===== src/hw/sar_adc_pkg.sv =====
package sar_adc_pkg;
  // register byte addresses on the cpu bus
  localparam logic [15:0] RES_A_HIGH_ADDR = 16'hFFE0;
  localparam logic [15:0] RES_A_LOW_ADDR = 16'hFFE1;
  localparam logic [15:0] RES_B_HIGH_ADDR = 16'hFFE2;
  localparam logic [15:0] RES_B_LOW_ADDR = 16'hFFE3;
  localparam logic [15:0] RES_C_HIGH_ADDR = 16'hFFE4;
  localparam logic [15:0] RES_C_LOW_ADDR = 16'hFFE5;
  localparam logic [15:0] RES_D_HIGH_ADDR = 16'hFFE6;
  localparam logic [15:0] RES_D_LOW_ADDR = 16'hFFE7;
  localparam logic [15:0] CSR_ADDR = 16'hFFE8;
  localparam logic [15:0] TRIG_ADDR = 16'hFFE9;
  // reset values and fixed read patterns
  localparam logic [7:0] CSR_RESET = 8'h00;
  localparam logic [7:0] TRIG_RSVD = 8'h7F;
  localparam logic [15:0] RESULT_RESET = 16'h0000;
  localparam logic [7:0] UNMAPPED_DATA = 8'h00;
  localparam int RES_BITS = 10;
  localparam int PAD_BITS = 6;
  // conversion timing in clock states
  localparam int SLOW_STATES = 266;
  localparam int FAST_STATES = 134;
  localparam int SLOW_STEP = 24;
  localparam int FAST_STEP = 12;
  localparam int SLOW_SAMPLE = SLOW_STATES - RES_BITS * SLOW_STEP;
  localparam int FAST_SAMPLE = FAST_STATES - RES_BITS * FAST_STEP;
  localparam int CNT_W = 9;
  localparam logic [RES_BITS-1:0] SAR_MSB = 10'h200;

  typedef struct packed {
    logic [15:0] addr;
    logic rd;
    logic wr;
    logic [7:0] wdata;
  } bus_req_s;

  // control/status register layout, bit 7 down to bit 0
  typedef struct packed {
    logic conv_end_flag;
    logic irq_enable;
    logic conv_start_bit;
    logic scan;
    logic conv_time_select;
    logic [2:0] ch;
  } csr_s;

  typedef enum logic [1:0] {CONV_IDLE, CONV_SAMPLE, CONV_TRIAL} conv_state_e;
endpackage


===== src/hw/sar_adc_ctrl.sv =====
`timescale 1ns/1ps
// Function
// - result msbs high byte, two lsbs low top
// - six unused low bits read zero
// - input n of either group to register n
// - results cleared on reset and standby
// - high byte direct, low byte through latch
// - flag cleared by zero write after a read of it set
// - inputs 0-3 group 0, 4-7 group 1
// - single one-shot mode and continuous scan mode
// - trigger pin starts conversion besides software
// - conversion end can raise interrupt
// - converter can be halted on its own
// - fast mode conversion 7.44 us at 18 MHz
// - four 16-bit read-only result registers
// - start bit auto-clears single, scan runs on
// - 266 or 134 states by time select
// - falling trigger edge starts when enabled
module sar_adc_ctrl #(
  parameter int SLOW_STEP_CYC = sar_adc_pkg::SLOW_STEP,
  parameter int FAST_STEP_CYC = sar_adc_pkg::FAST_STEP
) (
  input wire logic CLOCK,
  input wire logic RST_B,
  input wire sar_adc_pkg::bus_req_s BUS_REQ,
  input wire logic STANDBY,
  input wire logic MODULE_STOP,
  input wire logic EXT_TRIG_PIN,
  input wire logic CMP_HIGH,
  output logic [7:0] BUS_RDATA,
  output logic CONV_END_IRQ,
  output logic [9:0] DAC_CODE,
  output logic [2:0] CHANNEL_SEL,
  output logic SAMPLE_HOLD
);
  import sar_adc_pkg::*;

  localparam int SLOW_SAMPLE_CYC = SLOW_STATES - RES_BITS * SLOW_STEP_CYC;
  localparam int FAST_SAMPLE_CYC = FAST_STATES - RES_BITS * FAST_STEP_CYC;
  localparam int SLOW_LAST = SLOW_STATES - 1;
  localparam int FAST_LAST = FAST_STATES - 1;

  // the comparator needs two sync stages plus a settle cycle inside each step
  if (SLOW_STEP_CYC < 4 || FAST_STEP_CYC < 4 || SLOW_SAMPLE_CYC < 1 || FAST_SAMPLE_CYC < 1) begin
    $error("step lengths do not fit the conversion time");
  end

  csr_s csr;
  logic trig_enable;
  logic [15:0] result [4];
  logic [7:0] temp;
  logic flag_armed;
  conv_state_e state;
  logic [CNT_W-1:0] cnt;
  logic [3:0] bit_idx;
  logic [RES_BITS-1:0] sar;
  logic [2:0] ch_cur;
  logic trig_s1, trig_s2, trig_prev;
  logic cmp_s1, cmp_s2;
  logic [CNT_W-1:0] conv_len;

  // bus decode
  wire clr = STANDBY | MODULE_STOP;
  wire res_hit = BUS_REQ.addr >= RES_A_HIGH_ADDR && BUS_REQ.addr <= RES_D_LOW_ADDR;
  wire [1:0] res_idx = BUS_REQ.addr[2:1];
  wire hi_rd = BUS_REQ.rd && res_hit && !BUS_REQ.addr[0];
  wire lo_rd = BUS_REQ.rd && res_hit && BUS_REQ.addr[0];
  wire csr_rd = BUS_REQ.rd && BUS_REQ.addr == CSR_ADDR;
  wire trig_rd = BUS_REQ.rd && BUS_REQ.addr == TRIG_ADDR;
  wire csr_wr = BUS_REQ.wr && BUS_REQ.addr == CSR_ADDR;
  wire trig_wr = BUS_REQ.wr && BUS_REQ.addr == TRIG_ADDR;
  wire [7:0] res_hi = result[res_idx][15:8];
  wire [7:0] rd_mux = hi_rd ? res_hi :
                      lo_rd ? temp :
                      csr_rd ? csr :
                      trig_rd ? {trig_enable, TRIG_RSVD[6:0]} : UNMAPPED_DATA;

  // converter sequencing
  wire [CNT_W-1:0] step_len = csr.conv_time_select ? CNT_W'(FAST_STEP_CYC) : CNT_W'(SLOW_STEP_CYC);
  wire [CNT_W-1:0] sample_len =
    csr.conv_time_select ? CNT_W'(FAST_SAMPLE_CYC) : CNT_W'(SLOW_SAMPLE_CYC);
  wire step_end = cnt == CNT_W'(1);
  wire [RES_BITS-1:0] bit_mask = SAR_MSB >> (4'(RES_BITS - 1) - bit_idx);
  wire [RES_BITS-1:0] sar_keep = cmp_s2 ? sar : (sar & ~bit_mask);
  wire conv_done = state == CONV_TRIAL && step_end && bit_idx == 4'h0 && csr.conv_start_bit;
  wire last_ch = ch_cur[1:0] == csr.ch[1:0];
  wire pass_done = conv_done && (!csr.scan || last_ch); // flag point
  wire [2:0] first_ch = csr.scan ? {csr.ch[2], 2'b00} : csr.ch;
  wire trig_fall = trig_prev && !trig_s2;
  wire trig_start = trig_fall && trig_enable;
  wire flag_clr = csr_wr && !BUS_REQ.wdata[7] && flag_armed;

  // two-stage sync for pin and comparator; edge detect reads only the second stage
  always_ff @(posedge CLOCK or negedge RST_B) begin
    if (!RST_B) begin
      trig_s1 <= 1'b1;
      trig_s2 <= 1'b1;
      trig_prev <= 1'b1;
      cmp_s1 <= 1'b0;
      cmp_s2 <= 1'b0;
    end else begin
      trig_s1 <= EXT_TRIG_PIN;
      trig_s2 <= trig_s1;
      trig_prev <= trig_s2;
      cmp_s1 <= CMP_HIGH;
      cmp_s2 <= cmp_s1;
    end
  end

  // read data and low-byte latch; a low read alone returns a stale latch
  always_ff @(posedge CLOCK or negedge RST_B) begin
    if (!RST_B) begin
      BUS_RDATA <= UNMAPPED_DATA;
      temp <= UNMAPPED_DATA;
    end else begin
      BUS_RDATA <= rd_mux;
      if (hi_rd) begin
        temp <= result[res_idx][7:0];
      end
    end
  end

  // control/status: hardware set of the flag wins over the software clear
  always_ff @(posedge CLOCK or negedge RST_B) begin
    if (!RST_B) begin
      csr <= CSR_RESET;
      flag_armed <= 1'b0;
    end else if (clr) begin
      csr <= CSR_RESET;
      flag_armed <= 1'b0;
    end else begin
      if (csr_wr) begin
        csr[6:0] <= BUS_REQ.wdata[6:0];
      end
      if (conv_done && !csr.scan) begin
        csr.conv_start_bit <= 1'b0;
      end
      if (trig_start) begin
        csr.conv_start_bit <= 1'b1;
      end
      if (pass_done) begin
        csr.conv_end_flag <= 1'b1;
      end else if (flag_clr) begin
        csr.conv_end_flag <= 1'b0;
      end
      if (csr_rd && csr.conv_end_flag) begin
        flag_armed <= 1'b1;
      end else if (flag_clr || !csr.conv_end_flag) begin
        flag_armed <= 1'b0;
      end
    end
  end

  // trigger enable; reserved bits are constant ones on read
  always_ff @(posedge CLOCK or negedge RST_B) begin
    if (!RST_B) begin
      trig_enable <= 1'b0;
    end else if (clr) begin
      trig_enable <= 1'b0;
    end else if (trig_wr) begin
      trig_enable <= BUS_REQ.wdata[7];
    end
  end

  // result registers, shared by both groups by low channel bits
  always_ff @(posedge CLOCK or negedge RST_B) begin
    if (!RST_B) begin
      for (int i = 0; i < 4; i++) result[i] <= RESULT_RESET;
    end else if (clr) begin
      for (int i = 0; i < 4; i++) result[i] <= RESULT_RESET;
    end else if (conv_done) begin
      result[ch_cur[1:0]] <= {sar_keep, PAD_BITS'(0)};
    end
  end

  // sample phase then one step per result bit, msb first
  always_ff @(posedge CLOCK or negedge RST_B) begin
    if (!RST_B) begin
      state <= CONV_IDLE;
      cnt <= '0;
      bit_idx <= '0;
      sar <= '0;
      ch_cur <= '0;
    end else if (clr || !csr.conv_start_bit) begin
      state <= CONV_IDLE; // clearing the start bit aborts mid-conversion
      cnt <= '0;
      sar <= '0;
    end else begin
      unique case (state)
        CONV_IDLE: begin
          state <= CONV_SAMPLE;
          cnt <= sample_len;
          ch_cur <= first_ch;
        end
        CONV_SAMPLE: begin
          cnt <= cnt - CNT_W'(1);
          if (step_end) begin
            state <= CONV_TRIAL;
            cnt <= step_len;
            sar <= SAR_MSB;
            bit_idx <= 4'(RES_BITS - 1);
          end
        end
        CONV_TRIAL: begin
          cnt <= cnt - CNT_W'(1);
          if (step_end && bit_idx != 4'h0) begin
            sar <= sar_keep | (bit_mask >> 1);
            bit_idx <= bit_idx - 4'h1;
            cnt <= step_len;
          end else if (step_end) begin
            sar <= sar_keep;
            state <= csr.scan ? CONV_SAMPLE : CONV_IDLE;
            cnt <= sample_len;
            ch_cur <= (csr.scan && !last_ch) ? ch_cur + 3'h1 : first_ch;
          end
        end
      endcase
    end
  end

  // outputs all registered
  always_ff @(posedge CLOCK or negedge RST_B) begin
    if (!RST_B) begin
      CONV_END_IRQ <= 1'b0;
      DAC_CODE <= '0;
      CHANNEL_SEL <= '0;
      SAMPLE_HOLD <= 1'b0;
    end else begin
      CONV_END_IRQ <= csr.conv_end_flag && csr.irq_enable;
      DAC_CODE <= sar;
      CHANNEL_SEL <= ch_cur;
      SAMPLE_HOLD <= state == CONV_SAMPLE;
    end
  end

  // helper: cycles spent in the current conversion
  always_ff @(posedge CLOCK or negedge RST_B) begin
    if (!RST_B) begin
      conv_len <= '0;
    end else if (state == CONV_IDLE || conv_done) begin
      conv_len <= '0;
    end else begin
      conv_len <= conv_len + CNT_W'(1);
    end
  end
endmodule


===== config.mk =====
export PLATFORM = sky130hd
export DESIGN_NAME = sar_adc_ctrl
export DESIGN_NICKNAME = d
export VERILOG_FILES = /design/src/hw/sar_adc_pkg.sv /design/src/hw/sar_adc_ctrl.sv
export SDC_FILE = /design/constraint.sdc
export NUM_CORES = 1
export LEC_CHECK = 0
export BUFFER_PORTS_ARGS = -buffer_cell sky130_fd_sc_hd__buf_2
export CAP_MARGIN = 0
export CELL_PAD_IN_SITES_DETAIL_PLACEMENT = 2
export CELL_PAD_IN_SITES_GLOBAL_PLACEMENT = 2
export CORE_ASPECT_RATIO = 0.75
export CORE_UTILIZATION = 40
export CTS_BUF_LIST = sky130_fd_sc_hd__clkbuf_2 sky130_fd_sc_hd__clkbuf_4 sky130_fd_sc_hd__clkbuf_8
export DETAILED_ROUTE_END_ITERATION = 10
export GPL_TIMING_DRIVEN = 0
export PLACE_DENSITY = 0.79
export REMOVE_ABC_BUFFERS = 1
export SYNTH_ARGS = -nofsm -noshare
export SYNTH_HDL_FRONTEND = slang
export SYNTH_SLANG_ARGS = --single-unit

===== constraint.sdc =====
create_clock -name CLOCK -period 2.74 [get_ports CLOCK]
set_input_delay 0.137 -clock CLOCK [delete_from_list [all_inputs] [get_ports CLOCK]]
set_output_delay 0.137 -clock CLOCK [all_outputs]
set_load 0.03 [all_outputs]

Word level (Yosys, flattened, before mapping)
Index checks and enable logic that the tools add are counted.
Word-level totals
  logic and storage cells: 157
  input port bits: 32
  bits in registers: 138
  output and inout bits: 23
Cells by class
  reduce and logical (&&, ||, !) cells: 48
  shift operators: 1
  add/sub/neg operators: 4
  mux-type cells: 50
  bitwise gates (word level): 7
  equal/unequal tests: 14
  order comparisons: 5
Operators with widths (count)
  64-bit two-way mux: 2
  64-bit bitwise mux: 1
  10-bit two-way mux: 5
  16-bit two-way mux: 3
  8-bit two-way mux: 5
  9-bit two-way mux: 4
  16-bit binary-select mux with 2-bit select: 1
  16-bit demux with 2-bit select: 1
  16-bit equality test, second input constant: 2
  9-bit one-hot mux with 3 select lines: 1
  1-bit logical AND: 22
  10-bit one-hot mux with 2 select lines: 1
  16-bit greater-or-equal comparator, second input constant: 1
  16-bit less-or-equal comparator, second input constant: 1
  10-bit bitwise AND: 1
  1-bit two-way mux: 10
  2-bit two-way mux: 5
  5-bit two-way mux: 2
  10-bit NOT: 1
  10-bit by 9-bit OR with 10-bit output: 1
  2-bit nonzero test: 5
  10-bit by 4-bit >> shifter with 10-bit output, first input constant: 1
  9-bit by 1-bit equality test with 1-bit output, second input constant: 1
  3-bit two-way mux: 3
  other kinds (30): 49

Logic depth before layout (Yosys ltp)
  depth in word-level cells: 9
  gate-level depth with buffers: 9
  gate-level depth less buffers: 7

Least setup slack after synthesis
OpenSTA, ideal clock, no wires.
  kind: register -> register
  from: register bit_idx[1]
  to: register bit_idx[0]
  data required time: 2.609 ns
  period minus slack after synthesis: 2.041 ns
  buffers on the path: 2
  cell stages (with the launch flop): 9
  arrival time: 1.909 ns
  library setup time: 0.131 ns
  path slack: 0.699 ns
  cells stage by stage: dfrtp_1 > inv_1 > ha_1 > clkbuf_1 > nor4bb_1 > clkbuf_1 > nor3_1 > and3_1 > or3_1
On the way
  cells in the longest elaborated chain, start to end: 4
Ends and longest elaborated chain
  start: declaration: line sar_adc_ctrl.sv:55  | logic [3:0] bit_idx;
  start signal: assignment: line sar_adc_ctrl.sv:201  | bit_idx <= 4'(RES_BITS - 1);
  start signal: assignment: line sar_adc_ctrl.sv:208  | bit_idx <= bit_idx - 4'h1;
  4-bit nonzero test: line sar_adc_ctrl.sv:206  | if (step_end && bit_idx != 4'h0) begin
  1-bit logical AND: line sar_adc_ctrl.sv:206
  2-bit by 1-bit inequality test with 1-bit output (no line)
  4-bit AND reduction (no line)
Every way passes these cells.
A chain may end at the register's enable or synchronous reset.

Worst setup path in the final report
  from: register csr[5] (netlist bit)
  to: register ch_cur[2]
On the way
  cells in the longest elaborated chain, start to end: 4
Ends and longest elaborated chain
  start: declaration: line sar_adc_ctrl.sv:48  | csr_s csr;
  1-bit zero test: line sar_adc_ctrl.sv:184  | end else if (clr || !csr.conv_start_bit) begin
  1-bit logical OR: line sar_adc_ctrl.sv:184
  1-bit NOT (no line)
  4-bit AND reduction (no line)
  end signal: assignment: line sar_adc_ctrl.sv:193  | ch_cur <= first_ch;
  end signal: assignment: line sar_adc_ctrl.sv:214  | ch_cur <= (csr.scan && !last_ch) ? ch_cur + 3'h1 : first_ch;
  end: declaration: line sar_adc_ctrl.sv:57  | logic [2:0] ch_cur;
Every way passes these cells.

==> flow_summary_export.csv <==
group,metric,value,unit
critical_path,cp_max_fo,12,
critical_path,cp_cell_sequence,"nor3b_1 > and3_1 > a31o_2 > o21ai_0 > a22oi_1",
clocking,cts_buffer_depth,2,
final_layout,fin_nets,592,
sta,period_needed,2630,ps
synth,synth_edf_count,0,
drt,wl_per_cell,21.8,um
synth,synthArstFlopShare,100,%
placed_design,dp_hpwl,9.92,mm
clocking,clock-root-buffer,"clkbuf_8",
placed_design,pre_cts_ws,-1170,ps
floorplanning,die_h,99.2,um
synth,synth_top_area_share,52.1,%
floorplanning,coreArea,12300,um2
floorplanning,io_pins,55,
clocking,h-tree-depth,3,
floorplanning,initial_core_util,41.1,%
floorplanning,die-area,13100,um2
global_route,gr-total-overflow,0,
run,cap_viol_max_count,0,
global_route,antenna_found_initial,0,
sta,drv_slew,0,
synth,synth_common_cells,"dfrtp_1 (105), o21ai_0 (59), nand3_1 (57)",
critical_path,end_kind,"flop",
synth,avgSynthCellArea,10.7,um2
sta,rsz0062_at_grt,"no",
floorplanning,rows,35,
global_route,grt_max_degree,67,
drt,ant_nets,0,
sta,worst_slack,109,ps
sta,setup_viol,0,
critical_path,cpPeakStageDelay,1070,ps
synth,syn_inst,473,
final_layout,drive_above_1_share,22.2,%
sta,skew,18.5,ps
pwr,leakage,2.70,nW
synth,synth-warning-count,0,
critical_path,rr_worst_depth,5,
pwr,power_density,469,nW/um2
outcome,status,"finished clean",
synth,synthTopCellsByArea,"dfrtp_1 (52%), o21ai_0 (5.9%), nand3_1 (5.7%)",
synth,yosysTopAreaCell,"dfrtp_1",
clocking,clock_latency,380,ps
clocking,cts_tree,"done",
drt,vias,4094,
global_route,grt_use_total,25.7,%
critical_path,worstPathArrival,2920,ps
critical_path,cp_data_required_time,3020,ps
drt,via_per_inst,5.72,
sta,finalCritPeriodShare,96.0,%
synth,synth_cell_types,56,
synth,synthMostInstantiatedCell,"dfrtp_1",
global_route,grt_pass1_vias,4571,
drt,drt-initial-drc-count,135,
drt,drcViolationCount,0,
drt,wl,15.6,mm
critical_path,path_class,"reg -> reg",
placed_design,io_buffers,54,
critical_path,cpMaxStageDelayCell,"nor3b_1",
synth,synthFlopType,"dfrtp_1",
drt,dr.pass1.iters,4,
pwr,ir_worst_vdd,247,uV
final_layout,antenna_cells,0,
global_route,grt_pass1_wl,25.6,mm
final_layout,final_util,48.5,%
synth,yosys_register_bits,108,
final_layout,area_growth,18.0,%
sta,clock.fmax,0.380,GHz
sta,finalHoldViolCount,0,
worst_hold_path,min-delay-path-class,"in -> reg",
sta,slew_headroom,14.9,%
clocking,numCtsBuffers,9,
synth,synth_area,5040,um2
critical_path,cp-start-kind,"flop",
sta,tightest_slew,1270,ps
placed_design,gp_congestion,0.770,
worst_hold_path,holdPathStages,3,
synth,yosysSeqAreaShare,53.7,%
clocking,clkTransAtPathRegs,90,ps
floorplanning,die_width,132,um
clocking,clkSinkCount,108,
critical path, delay by kind of cell (launching register included):
kind,cells,cell delay [ps]
AO/OA/AOI/OAI,3,540
flip-flops,1,650
AND/OR/NAND/NOR,2,1350
where the power goes:
| part | total, mW | internal, mW | switching [mW] |
|---|---|---|---|
| registers | 1.60 | 1.60 | 0.00193 |
| logic | 0.118 | 0.0414 | 0.0769 |
| clock network | 1.07 | 0.544 | 0.525 |
through the flow:
step                      instances  power [mW]  cell area [um2]  setup TNS, ps  hold WS [ps]
after floorplan                 451        1.66             4940              0          -159
after global placement          671        1.73             5420         -52000           243
after detailed placement        673        1.74             5480         -47490           247
after CTS                       716        2.83             5940              0          15.0
after global routing            716        2.89             5950              0          43.1
final                           716        2.79             5950              0          25.0
layout by cell type (no fill, tap or decap), types with 6 or more instances in the layout:
cell / n
a21oi_1: 14
a22o_1: 8
and2_1: 10
buf_2: 53
buf_4: 16
clkbuf_8: 13
dfrtp_1: 105
dlygate4sd3_1: 7
ha_1: 15
inv_1: 16
mux2i_1: 9
mux4_2: 10
nand2_1: 26
nand3_1: 57
nand3b_1: 7
nand4_1: 13
nor2_1: 27
nor3_1: 8
o21ai_0: 59
o21ai_1: 6
xor2_1: 6
registers in the layout (all words and copies together), names as in the netlist, 4 cells and up:
signal     flops
BUS_RDATA      8
sar           10
bit_idx        4
result        40
DAC_CODE      10
csr            8
cnt            9
area by class of cell:
class,instances,area (um2)
clock buffers,15,194
clock inverters,1,30.0
fillers,1294,6310
inverters,16,60.1
multi-input cells,332,2250
flip-flops and latches,108,2710
well taps,166,208
repair buffers,78,503
worst paths after layout:
kind	start	endpoint	slack, ps
setup reg to reg	csr[5]$_DFFE_PN0P_	ch_cur[2]$_DFFE_PN0P_	110
min in group asynchronous	RST_B	result[30]$_DFFE_PN0P_	420
max in group asynchronous	RST_B	cnt[5]$_DFF_PN0_	1610
hold reg to reg	trig_s1$_DFF_PN1_	trig_s2$_DFF_PN1_	360
hold / removal	BUS_REQ[2]	csr[2]$_DFFE_PN0P_	20
setup / recovery	csr[5]$_DFFE_PN0P_	ch_cur[2]$_DFFE_PN0P_	110
timing repair:
item | CTS | global route
gates cloned | 5 | 0
buffers inserted | 15 | 0
pin swaps | 9 | 0
hold buffers | 7 | 0
hold endpoints to repair | 68 | 0
resized for setup | 3 | 1
setup endpoints to repair | 55 | 1
logic make-up after synthesis:
logic type	count (synthesis)	share of synthesized area, %
muxes	23	7.15
and+or+nand+nor	174	18.3
DFF	108	53.7
xor gates and xnor gates	11	1.91
buffers and inverters	38	3.08
AOI/OAI and AO/OA	104	12.1
adders and majority gates	15	3.72
metal layers:
metal  global-route usage [%]  wire, um
met3                     4.33       468
met4                     8.68       303
met1                     33.6      7260
met2                     43.7      7600
met5                        0         0
Power figures use the tool's default switching activity.
